## src/hw/dtss_consts.svh

```systemverilog
// Register offsets, field positions, reset values and counts for the dual timer and serial shifter
// Operation
// First timer: two 8-bit reload latches and a 16-bit counter decrementing each clock.
// Low counter byte not writable; loaded from low latch on high counter write.
// High counter write clears flag, copies low latch, starts countdown.
// One-shot: at zero set flag once, keep decrementing, no re-set until cleared.
// One-shot with pin enable: top pin low after high write, high at time-out.
// One-shot: high latch write does not disturb current operation.
// Free-run: each zero sets flag, toggles pin, reloads all 16 latch bits.
// First flag cleared by high count write, high latch write, low count read, flag write.
// Latch writes set next period only; high counter write restarts period.
// Top pin carries timer only when direction bit 7 and enable bit both one.
// One control bit selects second timer one-shot or pulse counting.
// Second timer: write-only low latch, read-only low count, read/write high count.
// Second timer one-shot: one flag per high write, keeps decrementing.
// Second flag cleared by low count read or high count write.
// Pulse mode: decrement per falling pulse; flag once on passing below zero.
// Counted pulse must already be low at the sampling clock edge.
// Shifter moves serial data on data line, modulo-8 count, MSB first.
// Shift clock external on clock line or generated internally by mode.
// Mode 0: shifter flag held zero, shift in data on each clock line rise.
// Mode 1: device drives shift clocks, period from clock and second latch low N.
// Mode 1: access starts at once if flag set, else at next second timer time-out.
// Mode 1: sample data the cycle after rising edge; flag after 8 pulses.
// Timer modes are selected by bits of the aux control register.
// Writing one to a flag bit position clears that flag.
// High counter write also loads written value into counter high byte.
// Second low byte write stores only into its latch, moved on high write.
`ifndef DTSS_CONSTS_SVH
`define DTSS_CONSTS_SVH
`define DTSS_AW 6
`define DTSS_OFF_ORB 6'h00
`define DTSS_OFF_PORT_B_DIRECTION_REG 6'h08
`define DTSS_OFF_T1CL 6'h10
`define DTSS_OFF_T1CH 6'h14
`define DTSS_OFF_T1LL 6'h18
`define DTSS_OFF_T1LH 6'h1c
`define DTSS_OFF_T2CL 6'h20
`define DTSS_OFF_T2CH 6'h24
`define DTSS_OFF_SR 6'h28
`define DTSS_OFF_ACR 6'h2c
`define DTSS_OFF_IFR 6'h34
`define DTSS_ACR_T1PIN 7
`define DTSS_ACR_T1FREE 6
`define DTSS_ACR_T2PULSE 5
`define DTSS_ACR_SRM_HI 4
`define DTSS_ACR_SRM_LO 2
`define DTSS_IFR_T1 6
`define DTSS_IFR_T2 5
`define DTSS_IFR_SR 2
`define DTSS_PB_TOP 7
`define DTSS_BYTE_RST 8'h00
`define DTSS_WORD_RST 16'hffff
`define DTSS_BITS_PER_BYTE 3'h7
`define DTSS_SRM_EXT 3'h0
`define DTSS_SRM_T2IN 3'h1
`endif

```

## src/hw/dtss_pkg.sv

```systemverilog
// Types shared by the dual timer and serial shifter
package dtss_pkg;
  typedef struct packed {
    logic pin_enable;
    logic free_run;
    logic t2_pulse;
    logic [2:0] sr_mode;
  } dtss_mode_t;
  typedef enum logic [1:0] {
    DTSS_SH_IDLE,
    DTSS_SH_WAIT,
    DTSS_SH_RUN
  } dtss_shift_state_t;
endpackage

```

## src/hw/dtss_sync.sv

```systemverilog
// Two-flop synchroniser for pin inputs
`timescale 1ns/1ps
module dtss_sync #(
  parameter int WIDTH = 1
) (
  input wire logic clk_i,
  input wire logic rst_i,
  input wire logic [WIDTH-1:0] async_i,
  output logic [WIDTH-1:0] sync_o
);
  logic [WIDTH-1:0] meta_reg;

  always_ff @(posedge clk_i) begin
    if (rst_i) begin
      meta_reg <= '1;
      sync_o <= '1;
    end else begin
      meta_reg <= async_i;
      sync_o <= meta_reg;
    end
  end
endmodule // dtss_sync

```

## src/hw/dtss_timer16.sv

```systemverilog
// 16-bit down counter with load and count enable
`timescale 1ns/1ps
`include "dtss_consts.svh"
module dtss_timer16 #(
  parameter int WIDTH = 16
) (
  input wire logic clk_i,
  input wire logic rst_i,
  input wire logic load_i,
  input wire logic [WIDTH-1:0] load_value_i,
  input wire logic dec_i,
  output logic [WIDTH-1:0] count_o,
  output logic zero_o
);
  always_ff @(posedge clk_i) begin
    if (rst_i) begin
      count_o <= `DTSS_WORD_RST;
    end else if (load_i) begin
      count_o <= load_value_i;
    end else if (dec_i) begin
      count_o <= count_o - {{(WIDTH-1){1'b0}}, 1'b1};
    end
  end

  assign zero_o = (count_o == '0);
endmodule // dtss_timer16

```

## src/hw/dtss_top.sv

```systemverilog
// Dual interval timer and serial shifter with a classic Wishbone register slave
`timescale 1ns/1ps
`include "dtss_consts.svh"
module dtss_top (
  input wire logic clk_i,
  input wire logic rst_i,
  input wire logic wb_cyc_i,
  input wire logic wb_stb_i,
  input wire logic wb_we_i,
  input wire logic [`DTSS_AW-1:0] wb_adr_i,
  input wire logic [3:0] wb_sel_i,
  input wire logic [31:0] wb_dat_i,
  output logic [31:0] wb_dat_o,
  output logic wb_ack_o,
  output logic wb_err_o,
  input wire logic port_b_top_pin_i,
  output logic port_b_top_pin_o,
  output logic port_b_top_pin_oe_o,
  input wire logic port_b_pulse_input_pin_i,
  input wire logic port_b_shift_clock_line_i,
  output logic port_b_shift_clock_line_o,
  output logic port_b_shift_clock_line_oe_o,
  input wire logic port_b_serial_data_line_i,
  output logic [7:0] t1_flag_t2_flag_sr_flag_o
);
  ////////////////////////////////////////////////////////////////////////////
  // Software-visible registers
  logic [7:0] port_b_output_reg;
  logic [7:0] port_b_direction_reg;
  logic [7:0] first_timer_latch_low;
  logic [7:0] first_timer_latch_high;
  logic [7:0] second_timer_latch_low;
  logic [7:0] aux_control_reg;
  logic [7:0] serial_shifter;
  logic [7:0] interrupt_flag_reg;

  // Mode, timer and shifter state
  dtss_pkg::dtss_mode_t mode;
  dtss_pkg::dtss_shift_state_t sh_state_reg;
  logic [15:0] t1_count;
  logic [15:0] t2_count;
  logic t1_zero;
  logic t2_zero;
  logic t1_armed_reg;
  logic t2_armed_reg;
  logic t1_pin_reg;
  logic [2:0] sh_count_reg;
  logic sh_clk_reg;
  logic sh_sample_reg;
  logic [7:0] t2_half_reg;

  // Synchronised pins and their delayed copies
  logic pb6_s;
  logic pb6_d_reg;
  logic cb1_s;
  logic cb1_d_reg;
  logic cb2_s;

  // Bus decode
  logic ack_reg;
  logic req;
  logic wr;
  logic rd;
  logic mapped;
  logic [7:0] wbyte;
  logic [7:0] rbyte;

  // One-cycle events
  logic t1_timeout;
  logic t2_dec;
  logic t2_timeout;
  logic sr_access;
  logic sh_tick;

  function automatic logic hit(input logic [`DTSS_AW-1:0] adr, input logic [`DTSS_AW-1:0] off,
                               input logic en);
    hit = en && (adr == off);
  endfunction

  ////////////////////////////////////////////////////////////////////////////
  // Pin synchronisers
  // They reset to the idle-high level: no false edge after reset
  dtss_sync #(.WIDTH(3)) u_sync (
    .clk_i(clk_i),
    .rst_i(rst_i),
    .async_i({port_b_pulse_input_pin_i, port_b_shift_clock_line_i, port_b_serial_data_line_i}),
    .sync_o({pb6_s, cb1_s, cb2_s})
  );

  ////////////////////////////////////////////////////////////////////////////
  // Wishbone slave: one-wait-state ack, byte lane 0 carries data
  // A pending err blocks the request too, so err stands one cycle
  assign req = wb_cyc_i && wb_stb_i && !ack_reg && !wb_err_o;
  assign wr = req && wb_we_i && wb_sel_i[0];
  assign rd = req && !wb_we_i;

  assign wbyte = wb_dat_i[7:0];

  assign mapped = (wb_adr_i == `DTSS_OFF_ORB) || (wb_adr_i == `DTSS_OFF_PORT_B_DIRECTION_REG) ||
                  (wb_adr_i == `DTSS_OFF_T1CL) || (wb_adr_i == `DTSS_OFF_T1CH) ||
                  (wb_adr_i == `DTSS_OFF_T1LL) || (wb_adr_i == `DTSS_OFF_T1LH) ||
                  (wb_adr_i == `DTSS_OFF_T2CL) || (wb_adr_i == `DTSS_OFF_T2CH) ||
                  (wb_adr_i == `DTSS_OFF_SR) || (wb_adr_i == `DTSS_OFF_ACR) ||
                  (wb_adr_i == `DTSS_OFF_IFR);

  always_ff @(posedge clk_i) begin
    if (rst_i) begin
      ack_reg <= 1'b0;
      wb_err_o <= 1'b0;
    end else begin
      ack_reg <= req && mapped;
      wb_err_o <= req && !mapped;
    end
  end
  assign wb_ack_o = ack_reg;

  // Unmapped offsets read as zero
  always_comb begin
    rbyte = `DTSS_BYTE_RST;
    case (wb_adr_i)
      `DTSS_OFF_ORB: rbyte = port_b_output_reg;
      `DTSS_OFF_PORT_B_DIRECTION_REG: rbyte = port_b_direction_reg;
      `DTSS_OFF_T1CL: rbyte = t1_count[7:0];
      `DTSS_OFF_T1CH: rbyte = t1_count[15:8];
      `DTSS_OFF_T1LL: rbyte = first_timer_latch_low;
      `DTSS_OFF_T1LH: rbyte = first_timer_latch_high;
      `DTSS_OFF_T2CL: rbyte = t2_count[7:0];
      `DTSS_OFF_T2CH: rbyte = t2_count[15:8];
      `DTSS_OFF_SR: rbyte = serial_shifter;
      `DTSS_OFF_ACR: rbyte = aux_control_reg;
      `DTSS_OFF_IFR: rbyte = interrupt_flag_reg;
      default: rbyte = `DTSS_BYTE_RST;
    endcase
  end

  // Read data is held until the next read
  always_ff @(posedge clk_i) begin
    if (rst_i) begin
      wb_dat_o <= 32'h0000_0000;
    end else if (rd) begin
      wb_dat_o <= {24'h00_0000, rbyte};
    end
  end

  ////////////////////////////////////////////////////////////////////////////
  // Plain registers
  always_ff @(posedge clk_i) begin
    if (rst_i) begin
      port_b_output_reg <= `DTSS_BYTE_RST;
      port_b_direction_reg <= `DTSS_BYTE_RST;
      aux_control_reg <= `DTSS_BYTE_RST;
      first_timer_latch_low <= `DTSS_BYTE_RST;
      first_timer_latch_high <= `DTSS_BYTE_RST;
      second_timer_latch_low <= `DTSS_BYTE_RST;
    end else begin
      if (hit(wb_adr_i, `DTSS_OFF_ORB, wr)) port_b_output_reg <= wbyte;
      if (hit(wb_adr_i, `DTSS_OFF_PORT_B_DIRECTION_REG, wr)) port_b_direction_reg <= wbyte;
      if (hit(wb_adr_i, `DTSS_OFF_ACR, wr)) aux_control_reg <= wbyte;

      // Writes to low count and low latch both land in the low latch
      if (hit(wb_adr_i, `DTSS_OFF_T1CL, wr) || hit(wb_adr_i, `DTSS_OFF_T1LL, wr))
        first_timer_latch_low <= wbyte;
      if (hit(wb_adr_i, `DTSS_OFF_T1LH, wr) || hit(wb_adr_i, `DTSS_OFF_T1CH, wr))
        first_timer_latch_high <= wbyte;
      if (hit(wb_adr_i, `DTSS_OFF_T2CL, wr)) second_timer_latch_low <= wbyte;
    end
  end

  // Mode fields of the aux control register
  assign mode.pin_enable = aux_control_reg[`DTSS_ACR_T1PIN];
  assign mode.free_run = aux_control_reg[`DTSS_ACR_T1FREE];
  assign mode.t2_pulse = aux_control_reg[`DTSS_ACR_T2PULSE];
  assign mode.sr_mode = aux_control_reg[`DTSS_ACR_SRM_HI:`DTSS_ACR_SRM_LO];

  ////////////////////////////////////////////////////////////////////////////
  // First timer
  logic t1_load;
  assign t1_load = hit(wb_adr_i, `DTSS_OFF_T1CH, wr) || (t1_zero && mode.free_run);

  assign t1_timeout = t1_zero && t1_armed_reg;

  dtss_timer16 u_t1 (
    .clk_i(clk_i),
    .rst_i(rst_i),
    .load_i(t1_load),
    .load_value_i(hit(wb_adr_i, `DTSS_OFF_T1CH, wr) ? {wbyte, first_timer_latch_low}
                                                    : {first_timer_latch_high, first_timer_latch_low}),
    .dec_i(1'b1),
    .count_o(t1_count),
    .zero_o(t1_zero)
  );

  // A restart wins over a time-out in the same cycle
  always_ff @(posedge clk_i) begin
    if (rst_i) begin
      t1_armed_reg <= 1'b0;
      t1_pin_reg <= 1'b1;
    end else if (hit(wb_adr_i, `DTSS_OFF_T1CH, wr)) begin
      t1_armed_reg <= 1'b1;
      t1_pin_reg <= 1'b0;
    end else if (t1_timeout) begin
      t1_armed_reg <= mode.free_run;
      t1_pin_reg <= mode.free_run ? !t1_pin_reg : 1'b1;
    end
  end

  // Timer drives the top pin only when both enables are set
  assign port_b_top_pin_o = (port_b_direction_reg[`DTSS_PB_TOP] && mode.pin_enable) ? t1_pin_reg
                            : port_b_output_reg[`DTSS_PB_TOP];
  assign port_b_top_pin_oe_o = port_b_direction_reg[`DTSS_PB_TOP];

  ////////////////////////////////////////////////////////////////////////////
  // Second timer
  always_ff @(posedge clk_i) begin
    if (rst_i) pb6_d_reg <= 1'b1;
    else pb6_d_reg <= pb6_s;
  end
  // Falling pulse seen on the synchronised pin
  assign t2_dec = mode.t2_pulse ? (pb6_d_reg && !pb6_s) : 1'b1;

  assign t2_timeout = t2_zero && t2_dec && t2_armed_reg;

  dtss_timer16 u_t2 (
    .clk_i(clk_i),
    .rst_i(rst_i),
    .load_i(hit(wb_adr_i, `DTSS_OFF_T2CH, wr)),
    .load_value_i({wbyte, second_timer_latch_low}),
    .dec_i(t2_dec),
    .count_o(t2_count),
    .zero_o(t2_zero)
  );

  // In pulse mode a time-out needs a counted pulse
  always_ff @(posedge clk_i) begin
    if (rst_i) t2_armed_reg <= 1'b0;
    else if (hit(wb_adr_i, `DTSS_OFF_T2CH, wr)) t2_armed_reg <= 1'b1;
    else if (t2_timeout) t2_armed_reg <= 1'b0;
  end

  ////////////////////////////////////////////////////////////////////////////
  // Serial shifter
  assign sr_access = hit(wb_adr_i, `DTSS_OFF_SR, req);

  // Both edge detectors start at the idle-high pin level
  always_ff @(posedge clk_i) begin
    if (rst_i) cb1_d_reg <= 1'b1;
    else cb1_d_reg <= cb1_s;
  end

  // Half period of the generated shift clock: N+2 cycles
  assign sh_tick = (t2_half_reg == `DTSS_BYTE_RST);

  // The bit count wraps to zero on the eighth bit
  always_ff @(posedge clk_i) begin
    if (rst_i) begin
      sh_state_reg <= dtss_pkg::DTSS_SH_IDLE;
      sh_count_reg <= 3'h0;
      sh_clk_reg <= 1'b1;
      sh_sample_reg <= 1'b0;
      t2_half_reg <= `DTSS_BYTE_RST;
    end else begin
      sh_sample_reg <= 1'b0;

      if (mode.sr_mode != `DTSS_SRM_T2IN) begin
        sh_state_reg <= dtss_pkg::DTSS_SH_IDLE;
        sh_clk_reg <= 1'b1;
      end else if (sr_access) begin
        sh_count_reg <= 3'h0;
        sh_clk_reg <= 1'b1;
        t2_half_reg <= second_timer_latch_low + 8'h01;
        sh_state_reg <= interrupt_flag_reg[`DTSS_IFR_SR] ? dtss_pkg::DTSS_SH_RUN
                                                         : dtss_pkg::DTSS_SH_WAIT;
      end else begin
        case (sh_state_reg)
          dtss_pkg::DTSS_SH_IDLE: sh_clk_reg <= 1'b1;
          dtss_pkg::DTSS_SH_WAIT: begin
            if (t2_timeout || (t2_zero && t2_dec)) sh_state_reg <= dtss_pkg::DTSS_SH_RUN;
          end
          dtss_pkg::DTSS_SH_RUN: begin
            if (sh_tick) begin
              t2_half_reg <= second_timer_latch_low + 8'h01;
              sh_clk_reg <= !sh_clk_reg;
              if (!sh_clk_reg) begin
                sh_sample_reg <= 1'b1;
                sh_count_reg <= sh_count_reg + 3'h1;
                if (sh_count_reg == `DTSS_BITS_PER_BYTE) sh_state_reg <= dtss_pkg::DTSS_SH_IDLE;
              end
            end else begin
              t2_half_reg <= t2_half_reg - 8'h01;
            end
          end
          default: sh_state_reg <= dtss_pkg::DTSS_SH_IDLE;
        endcase
      end
    end
  end

  // Clock line is driven whenever mode 1 is selected, idle or shifting
  assign port_b_shift_clock_line_o = sh_clk_reg;
  assign port_b_shift_clock_line_oe_o = (mode.sr_mode == `DTSS_SRM_T2IN);

  logic sh_shift;
  assign sh_shift = (mode.sr_mode == `DTSS_SRM_EXT) ? (cb1_s && !cb1_d_reg) : sh_sample_reg;

  always_ff @(posedge clk_i) begin
    if (rst_i) serial_shifter <= `DTSS_BYTE_RST;
    else if (hit(wb_adr_i, `DTSS_OFF_SR, wr)) serial_shifter <= wbyte;
    else if (sh_shift) serial_shifter <= {serial_shifter[6:0], cb2_s};
  end

  ////////////////////////////////////////////////////////////////////////////
  // Flags: a hardware set wins over any clearing access in the same cycle; mode 0 holds the shifter flag at zero over a set
  // Done when the eighth sample leaves the count wrapped and the state idle
  logic sr_done;
  assign sr_done = sh_sample_reg && (sh_count_reg == 3'h0)
                   && (sh_state_reg == dtss_pkg::DTSS_SH_IDLE);

  always_ff @(posedge clk_i) begin
    if (rst_i) begin
      interrupt_flag_reg <= `DTSS_BYTE_RST;
    end else begin
      if (t1_timeout) interrupt_flag_reg[`DTSS_IFR_T1] <= 1'b1;
      else if (hit(wb_adr_i, `DTSS_OFF_T1CH, wr) || hit(wb_adr_i, `DTSS_OFF_T1LH, wr) ||
               hit(wb_adr_i, `DTSS_OFF_T1CL, rd) ||
               (hit(wb_adr_i, `DTSS_OFF_IFR, wr) && wbyte[`DTSS_IFR_T1]))
        interrupt_flag_reg[`DTSS_IFR_T1] <= 1'b0;

      if (t2_timeout) interrupt_flag_reg[`DTSS_IFR_T2] <= 1'b1;
      else if (hit(wb_adr_i, `DTSS_OFF_T2CH, wr) || hit(wb_adr_i, `DTSS_OFF_T2CL, rd) ||
               (hit(wb_adr_i, `DTSS_OFF_IFR, wr) && wbyte[`DTSS_IFR_T2]))
        interrupt_flag_reg[`DTSS_IFR_T2] <= 1'b0;

      if (mode.sr_mode == `DTSS_SRM_EXT) interrupt_flag_reg[`DTSS_IFR_SR] <= 1'b0;
      else if (sr_done) interrupt_flag_reg[`DTSS_IFR_SR] <= 1'b1;
      else if (sr_access || (hit(wb_adr_i, `DTSS_OFF_IFR, wr) && wbyte[`DTSS_IFR_SR]))
        interrupt_flag_reg[`DTSS_IFR_SR] <= 1'b0;
    end
  end

  assign t1_flag_t2_flag_sr_flag_o = interrupt_flag_reg;
endmodule // dtss_top
```

## config.mk

```make
export PLATFORM = sky130hd
export DESIGN_NAME = dtss_top
export DESIGN_NICKNAME = d
export VERILOG_FILES = /design/src/hw/dtss_pkg.sv /design/src/hw/dtss_sync.sv /design/src/hw/dtss_timer16.sv /design/src/hw/dtss_top.sv
export VERILOG_INCLUDE_DIRS = /design/src /design/src/hw
export SDC_FILE = /design/constraint.sdc
export NUM_CORES = 1
export LEC_CHECK = 0
export ABC_AREA = 1
export BUFFER_PORTS_ARGS = -buffer_cell sky130_fd_sc_hd__buf_2
export CELL_PAD_IN_SITES_DETAIL_PLACEMENT = 1
export CELL_PAD_IN_SITES_GLOBAL_PLACEMENT = 2
export CORE_MARGIN = 5
export CORE_UTILIZATION = 34
export CTS_CLUSTER_DIAMETER = 80
export DETAILED_ROUTE_END_ITERATION = 6
export HOLD_SLACK_MARGIN = 0.06
export PLACE_DENSITY_LB_ADDON = 0.1
export SKIP_CTS_REPAIR_TIMING = 1
export SYNTH_ARGS = -nofsm -noshare
export SYNTH_HDL_FRONTEND = slang
export SYNTH_HIERARCHICAL = 1
export SYNTH_SLANG_ARGS = --single-unit
```

## constraint.sdc

```tcl
create_clock -name clk_i -period 6.2 [get_ports clk_i]
set_input_delay 0.93 -clock clk_i [delete_from_list [all_inputs] [get_ports clk_i]]
set_output_delay 0.93 -clock clk_i [all_outputs]
set_load 0.05 [all_outputs]
```

# [Word level (Yosys, flattened, before mapping)]
# Index checks and enable logic that the tools add are counted.
[op_classes] n_eq_ne=22 n_bitwise=3 n_reduce_logical=86 mux=40 n_addsub=5
[op_table] operator="$pmux W8 S11" count=1
[op_table] operator="$mux W16" count=4
[op_table] operator="$mux W8" count=5
[op_table] operator="$logic_and A1 B1 Y1" count=34
[op_table] operator="$logic_not A16 Y1" count=2
[op_table] operator="$sub A16 B1 Y16 const B" count=2
[op_table] operator="$eq A6 B6 Y1 const B" count=5
[op_table] operator="$eq A6 B5 Y1 const B" count=4
[op_table] operator="$reduce_bool A2 Y1" count=10
[op_table] operator="$logic_or A1 B1 Y1" count=19
[op_table] operator="$mux W1" count=18
[op_table] operator="$mux W2" count=6
[op_table] operator="$mux W3" count=4
[op_table] operator="$ne A3 B3 Y1 const B" count=4
[op_table] operator="$add A8 B1 Y8 const B" count=1
[op_table] operator="$logic_not A1 Y1" count=8
[op_table] operator="$logic_not A8 Y1" count=1
[op_table] operator="$sub A8 B1 Y8 const B" count=1
[op_table] operator="$eq A6 B4 Y1 const B" count=1
[op_table] operator="$logic_not A3 Y1" count=2
[op_table] operator="$logic_not A6 Y1" count=1
[op_table] operator="$pmux W2 S3" count=1
[op_table] operator="$reduce_and A5 Y1" count=1
[op_table] operator="$reduce_or A5 Y1" count=1
[op_table] operator="15 further kinds" count=20
[totals] in_bits=51 output_inout_bits=46 wordCells=183 ff_bits=127

# [Depth between registers and ports, before layout]
[logic_depth] word_depth=13 depth_mapped=14 ltp_nobuf=13

# [Hierarchy]
# The synthesis kept the hierarchy.
[by_module_without_submodules] mod="dtss_top" area_per_inst_um2=5121.2 seq_area_each_um2=1781.7 cells_per_inst=779 n_inst=1
[by_module_without_submodules] mod="dtss_timer16" area_per_inst_um2=1001.0 seq_area_each_um2=320.3 cells_per_inst=150 n_inst=2
[by_module_without_submodules] mod="dtss_sync" area_per_inst_um2=168.9 seq_area_each_um2=120.1 cells_per_inst=19 n_inst=1

# [Worst setup path before layout]
# OpenSTA, ideal clock, no wires.
[synth_path] path_kind="register to output" start="reg port_b_direction_reg[7]" end="out port_b_top_pin_o" path_buffers=0 t_required_ns=5.270 path_stages_with_launch=3 path_slack_ns=3.662 arrival_time_ns=1.608 path_cell_list="dfxtp_1 > a21oi_1 > a31oi_1"
[synth_via] elab_chain_cells=2
[synth_rtl] element="start: declaration" line="dtss_top.sv:29" rtl="logic [7:0] port_b_direction_reg;"
[synth_rtl] element="start signal: assignment" line="dtss_top.sv:150" rtl="port_b_direction_reg <= `DTSS_BYTE_RST;"
[synth_rtl] element="start signal: assignment" line="dtss_top.sv:157" rtl="if (hit(wb_adr_i, `DTSS_OFF_PORT_B_DIRECTION_REG, wr)) port_b_direction_reg <= wbyte;"
[synth_rtl] element="$logic_and A1 B1 Y1" line="dtss_top.sv:208" rtl="assign port_b_top_pin_o = (port_b_direction_reg[`DTSS_PB_TOP] && mode.pin_enable) ? t1_pin_reg"
[synth_rtl] element="$mux W1" line="dtss_top.sv:208"
[synth_rtl] element="end: declaration" line="dtss_top.sv:17" rtl="output logic port_b_top_pin_o,"
# Every way passes these cells.

# [Worst setup path in the final report]
[layout_path] start="in wb_adr_i[3]" end="reg u_t2.count_o[10]"
[layout_via] elab_chain_cells=3 word_cells_on_any_way=4 classes_between="eq/ne (1); mux (1); reduce/logical (2)"
[layout_rtl] element="start: declaration" line="dtss_top.sv:10" rtl="input wire logic [`DTSS_AW-1:0] wb_adr_i,"
[layout_rtl] element="$eq A6 B6 Y1 (*)" line="dtss_top.sv:77" rtl="hit = en && (adr == off);"
[layout_rtl] element="$logic_and A1 B1 Y1 (*)" line="dtss_top.sv:77"
[layout_rtl] element="$mux W16 or $reduce_bool A2 Y1 (tied branches)"
[layout_rtl] element="end signal: assignment" line="dtss_timer16.sv:17" rtl="count_o <= `DTSS_WORD_RST;"
[layout_rtl] element="end signal: assignment" line="dtss_timer16.sv:19" rtl="count_o <= load_value_i;"
[layout_rtl] element="end signal: assignment" line="dtss_timer16.sv:21" rtl="count_o <= count_o - {{(WIDTH-1){1'b0}}, 1'b1};"
[layout_rtl] element="end: declaration" line="dtss_timer16.sv:12" rtl="output logic [WIDTH-1:0] count_o,"
# Mark *: on every way between the ends. The rest lies on a longest branch, timed or not.
# A chain may end at the register's enable or synchronous reset.

==> impl_metrics.ini <==
[run_status]
status = finished, final reports clean

[sta]
period_minus_slack_ps = 3516
setup-tns-final_ps = 0
worstMarginPinSlew_ps = 1032
post-route-period-util = 0.5670
finalMaxSlewViolations = 0
max_freq_mhz = 284.4
maxSlewHeadroom = 0.3113
setup_violations = 0
grt_setup_unrepaired = no
fin_skew_ps = 9.078
hold_viol_final = 0

[placed_design]
portBuffers = 39
dp_hpwl_um = 19320
place_inst = 1378
place_congestion = 0.8097
place_area_um2 = 7561

[worst_setup_path]
cp_cell_sequence = buf_2, inv_2, nand2_1, nor2_2, nand2_1, nor2_1, nor2_1, inv_1, nor2_1, nand2_1, nand2_1
slowest_stage = nor2_2
worstPathMaxFanout = 23
worst_path_largest_cell_delay_ps = 800
cpMostUsedCell = nand2_1
end_kind = register
worstSetupPathType = primary input to register
worst_setup_path_start_kind = primary input
arrival_ps = 3820
cp.required_ps = 6510

[global_routing]
grt_util_met1 = 0.3142
grt_use_total = 0.2124
grt_pass1_vias = 7205
grt_max_degree = 53
met3_usage = 0.04563
grt_pass1_wl_um = 40590
use_met2 = 0.3217
gr-total-overflow = 0
antenna_found_initial = 0
busiest_layer = met2

[final_layout]
final_layout_size_suffix_gt1_frac = 0.1057
area_growth_pct = 12.11
fin_nets = 1181
final_cell_area_um2 = 8175
top_regs = u_t1/count_o (16), u_t2/count_o (16)
final_util = 0.3877
nFillCells = 2773
antennaDiodeCount = 0
fin_cells = 1410

[die]
ios = 97
initial_core_util = 0.3458
coreArea_um2 = 21090
fp.dieArea_um2 = 24480
dieWidth_um = 156.5
die_h_um = 156.5
rows = 53

[power]
leakagePower_nw = 3.532
power.density_nw_per_um2 = 252.4
peakVddDrop_v = 0.0001508
total_power_mw = 2.063

[logic_synthesis]
synth_cell_types = 37
synthesis.area_um2 = 7292
ys_ff_latch = 127
postSynthAreaPerCell_um2 = 6.641
synth_most_common_cell = nand2_1
async_flop_share = 0
synthFlopType = dfxtp_1
synth_edf_count = 0
ys_warn_count = 6
yosys.area.top_type = dfxtp_1
synth_top_area_frac = 0.3487
ys_top_cells_by_count = nand2_1, nor2_1, dfxtp_1
synth.area.top_cells = dfxtp_1, nand2_1, nand3_1
synth_seq_area_share = 0.3487
syn_inst = 1098

[drt]
drcViolationCount = 0
vias = 7323
wire_per_inst_um = 18.25
routed_wl_um = 25740
first_pass_iters = 5
drt-initial-drc-count = 397
ant_nets = 0
post_drt_via_cell_ratio = 5.194

[clock_network]
cts_tree = built
clkLatencyLatePin_ps = 420
cts_buffers = 17
cts.sinks = 127
h-tree-depth = 4
cts.path.max_buffers = 2
cts.clk_slew.worst_paths_ps = 60
clockRootBuffer = clkbuf_16

[flow_run]
drv_cap = 0

[min_path]
hp-class = register to register
[logic make-up after synthesis]
| family | share of synthesized area |
|---|---|
| AOI/OAI and AO/OA | 0.1604 |
| buffers and inverters | 0.1241 |
| other | 0.001030 |
| DFF | 0.3487 |
| and+or+nand+nor | 0.3401 |
| xor gates and xnor gates | 0.01201 |
| adders and majority gates | 0.01373 |
[metal layers]
metal | up-vias | wire (um)
li1 | 3645 | -
met1 | 3518 | 13400
met2 | 140 | 11060
met3 | 20 | 1060
met4 | 0 | 221
met5 | - | 0
[cells in the final DEF (no fill, tap or decap), types with 3 or more instances in the layout]
cell type	count
clkinv_2	4
ha_1	8
buf_4	6
a31oi_1	4
a221oi_1	14
o21ai_0	80
xor2_1	6
nand4_1	46
bufinv_16	3
inv_6	3
nand3_1	105
clkbuf_16	17
o221ai_1	4
dfxtp_1	127
o211ai_1	4
xnor2_1	4
nor4_1	3
nand3_2	4
nor2_1	132
o21ai_1	6
nor2_4	10
a21oi_1	84
conb_1	33
o21bai_1	4
nand2_1	218
nor2_2	11
nand2_2	5
buf_2	39
clkinv_4	3
nor3_1	7
a211oi_1	8
inv_2	8
inv_1	116
[final timing paths]
kind,startpoint,endpoint,slack (ps),cells after the start
min,u_sync/meta_reg[2]$_SDFF_PP1_,u_sync/sync_o[2]$_SDFF_PP1_,410,2
max,wb_adr_i[3],u_t2/count_o[10]$_SDFFE_PP1P_,2680,11
min reg2reg,u_sync/meta_reg[2]$_SDFF_PP1_,u_sync/sync_o[2]$_SDFF_PP1_,410,2
max reg2reg,u_t1/count_o[0]$_SDFFE_PP1P_,u_t1/count_o[10]$_SDFFE_PP1P_,3380,14
[critical path, delay by kind of cell]
family        cells  cell delay, ps
simple gates      8            2350
buf+inv           3             540
[cell type report]
type                       instances  area (um2)  area share
timing repair buffer              45       240.2     0.02938
inverter                         125       470.5     0.05755
multi-input combinational        806        3964      0.4848
sequential                       127        2542      0.3110
tap                              275       344.1     0.04209
clock inverter                    12       157.7     0.01928
clock buffer                      20       456.7     0.05586
[power breakdown]
part           switching (mW)  total, mW  internal (mW)
clock network           0.397       1.05          0.657
registers              0.0139      0.843          0.829
logic                   0.134      0.166         0.0320
total                   0.545       2.06           1.52
[metrics by stage]
stage | setup WS [ps] | hold slack (ps)
6_report | 2684 | 411.9
4_1_cts | 2651 | 421.5
2_1_floorplan | 3662 | 379.5
3_5_place_dp | 2209 | 404.9
3_3_place_gp | 2249 | 383.3
5_1_grt | 2436 | 438.8
Power figures use the tool's default switching activity.
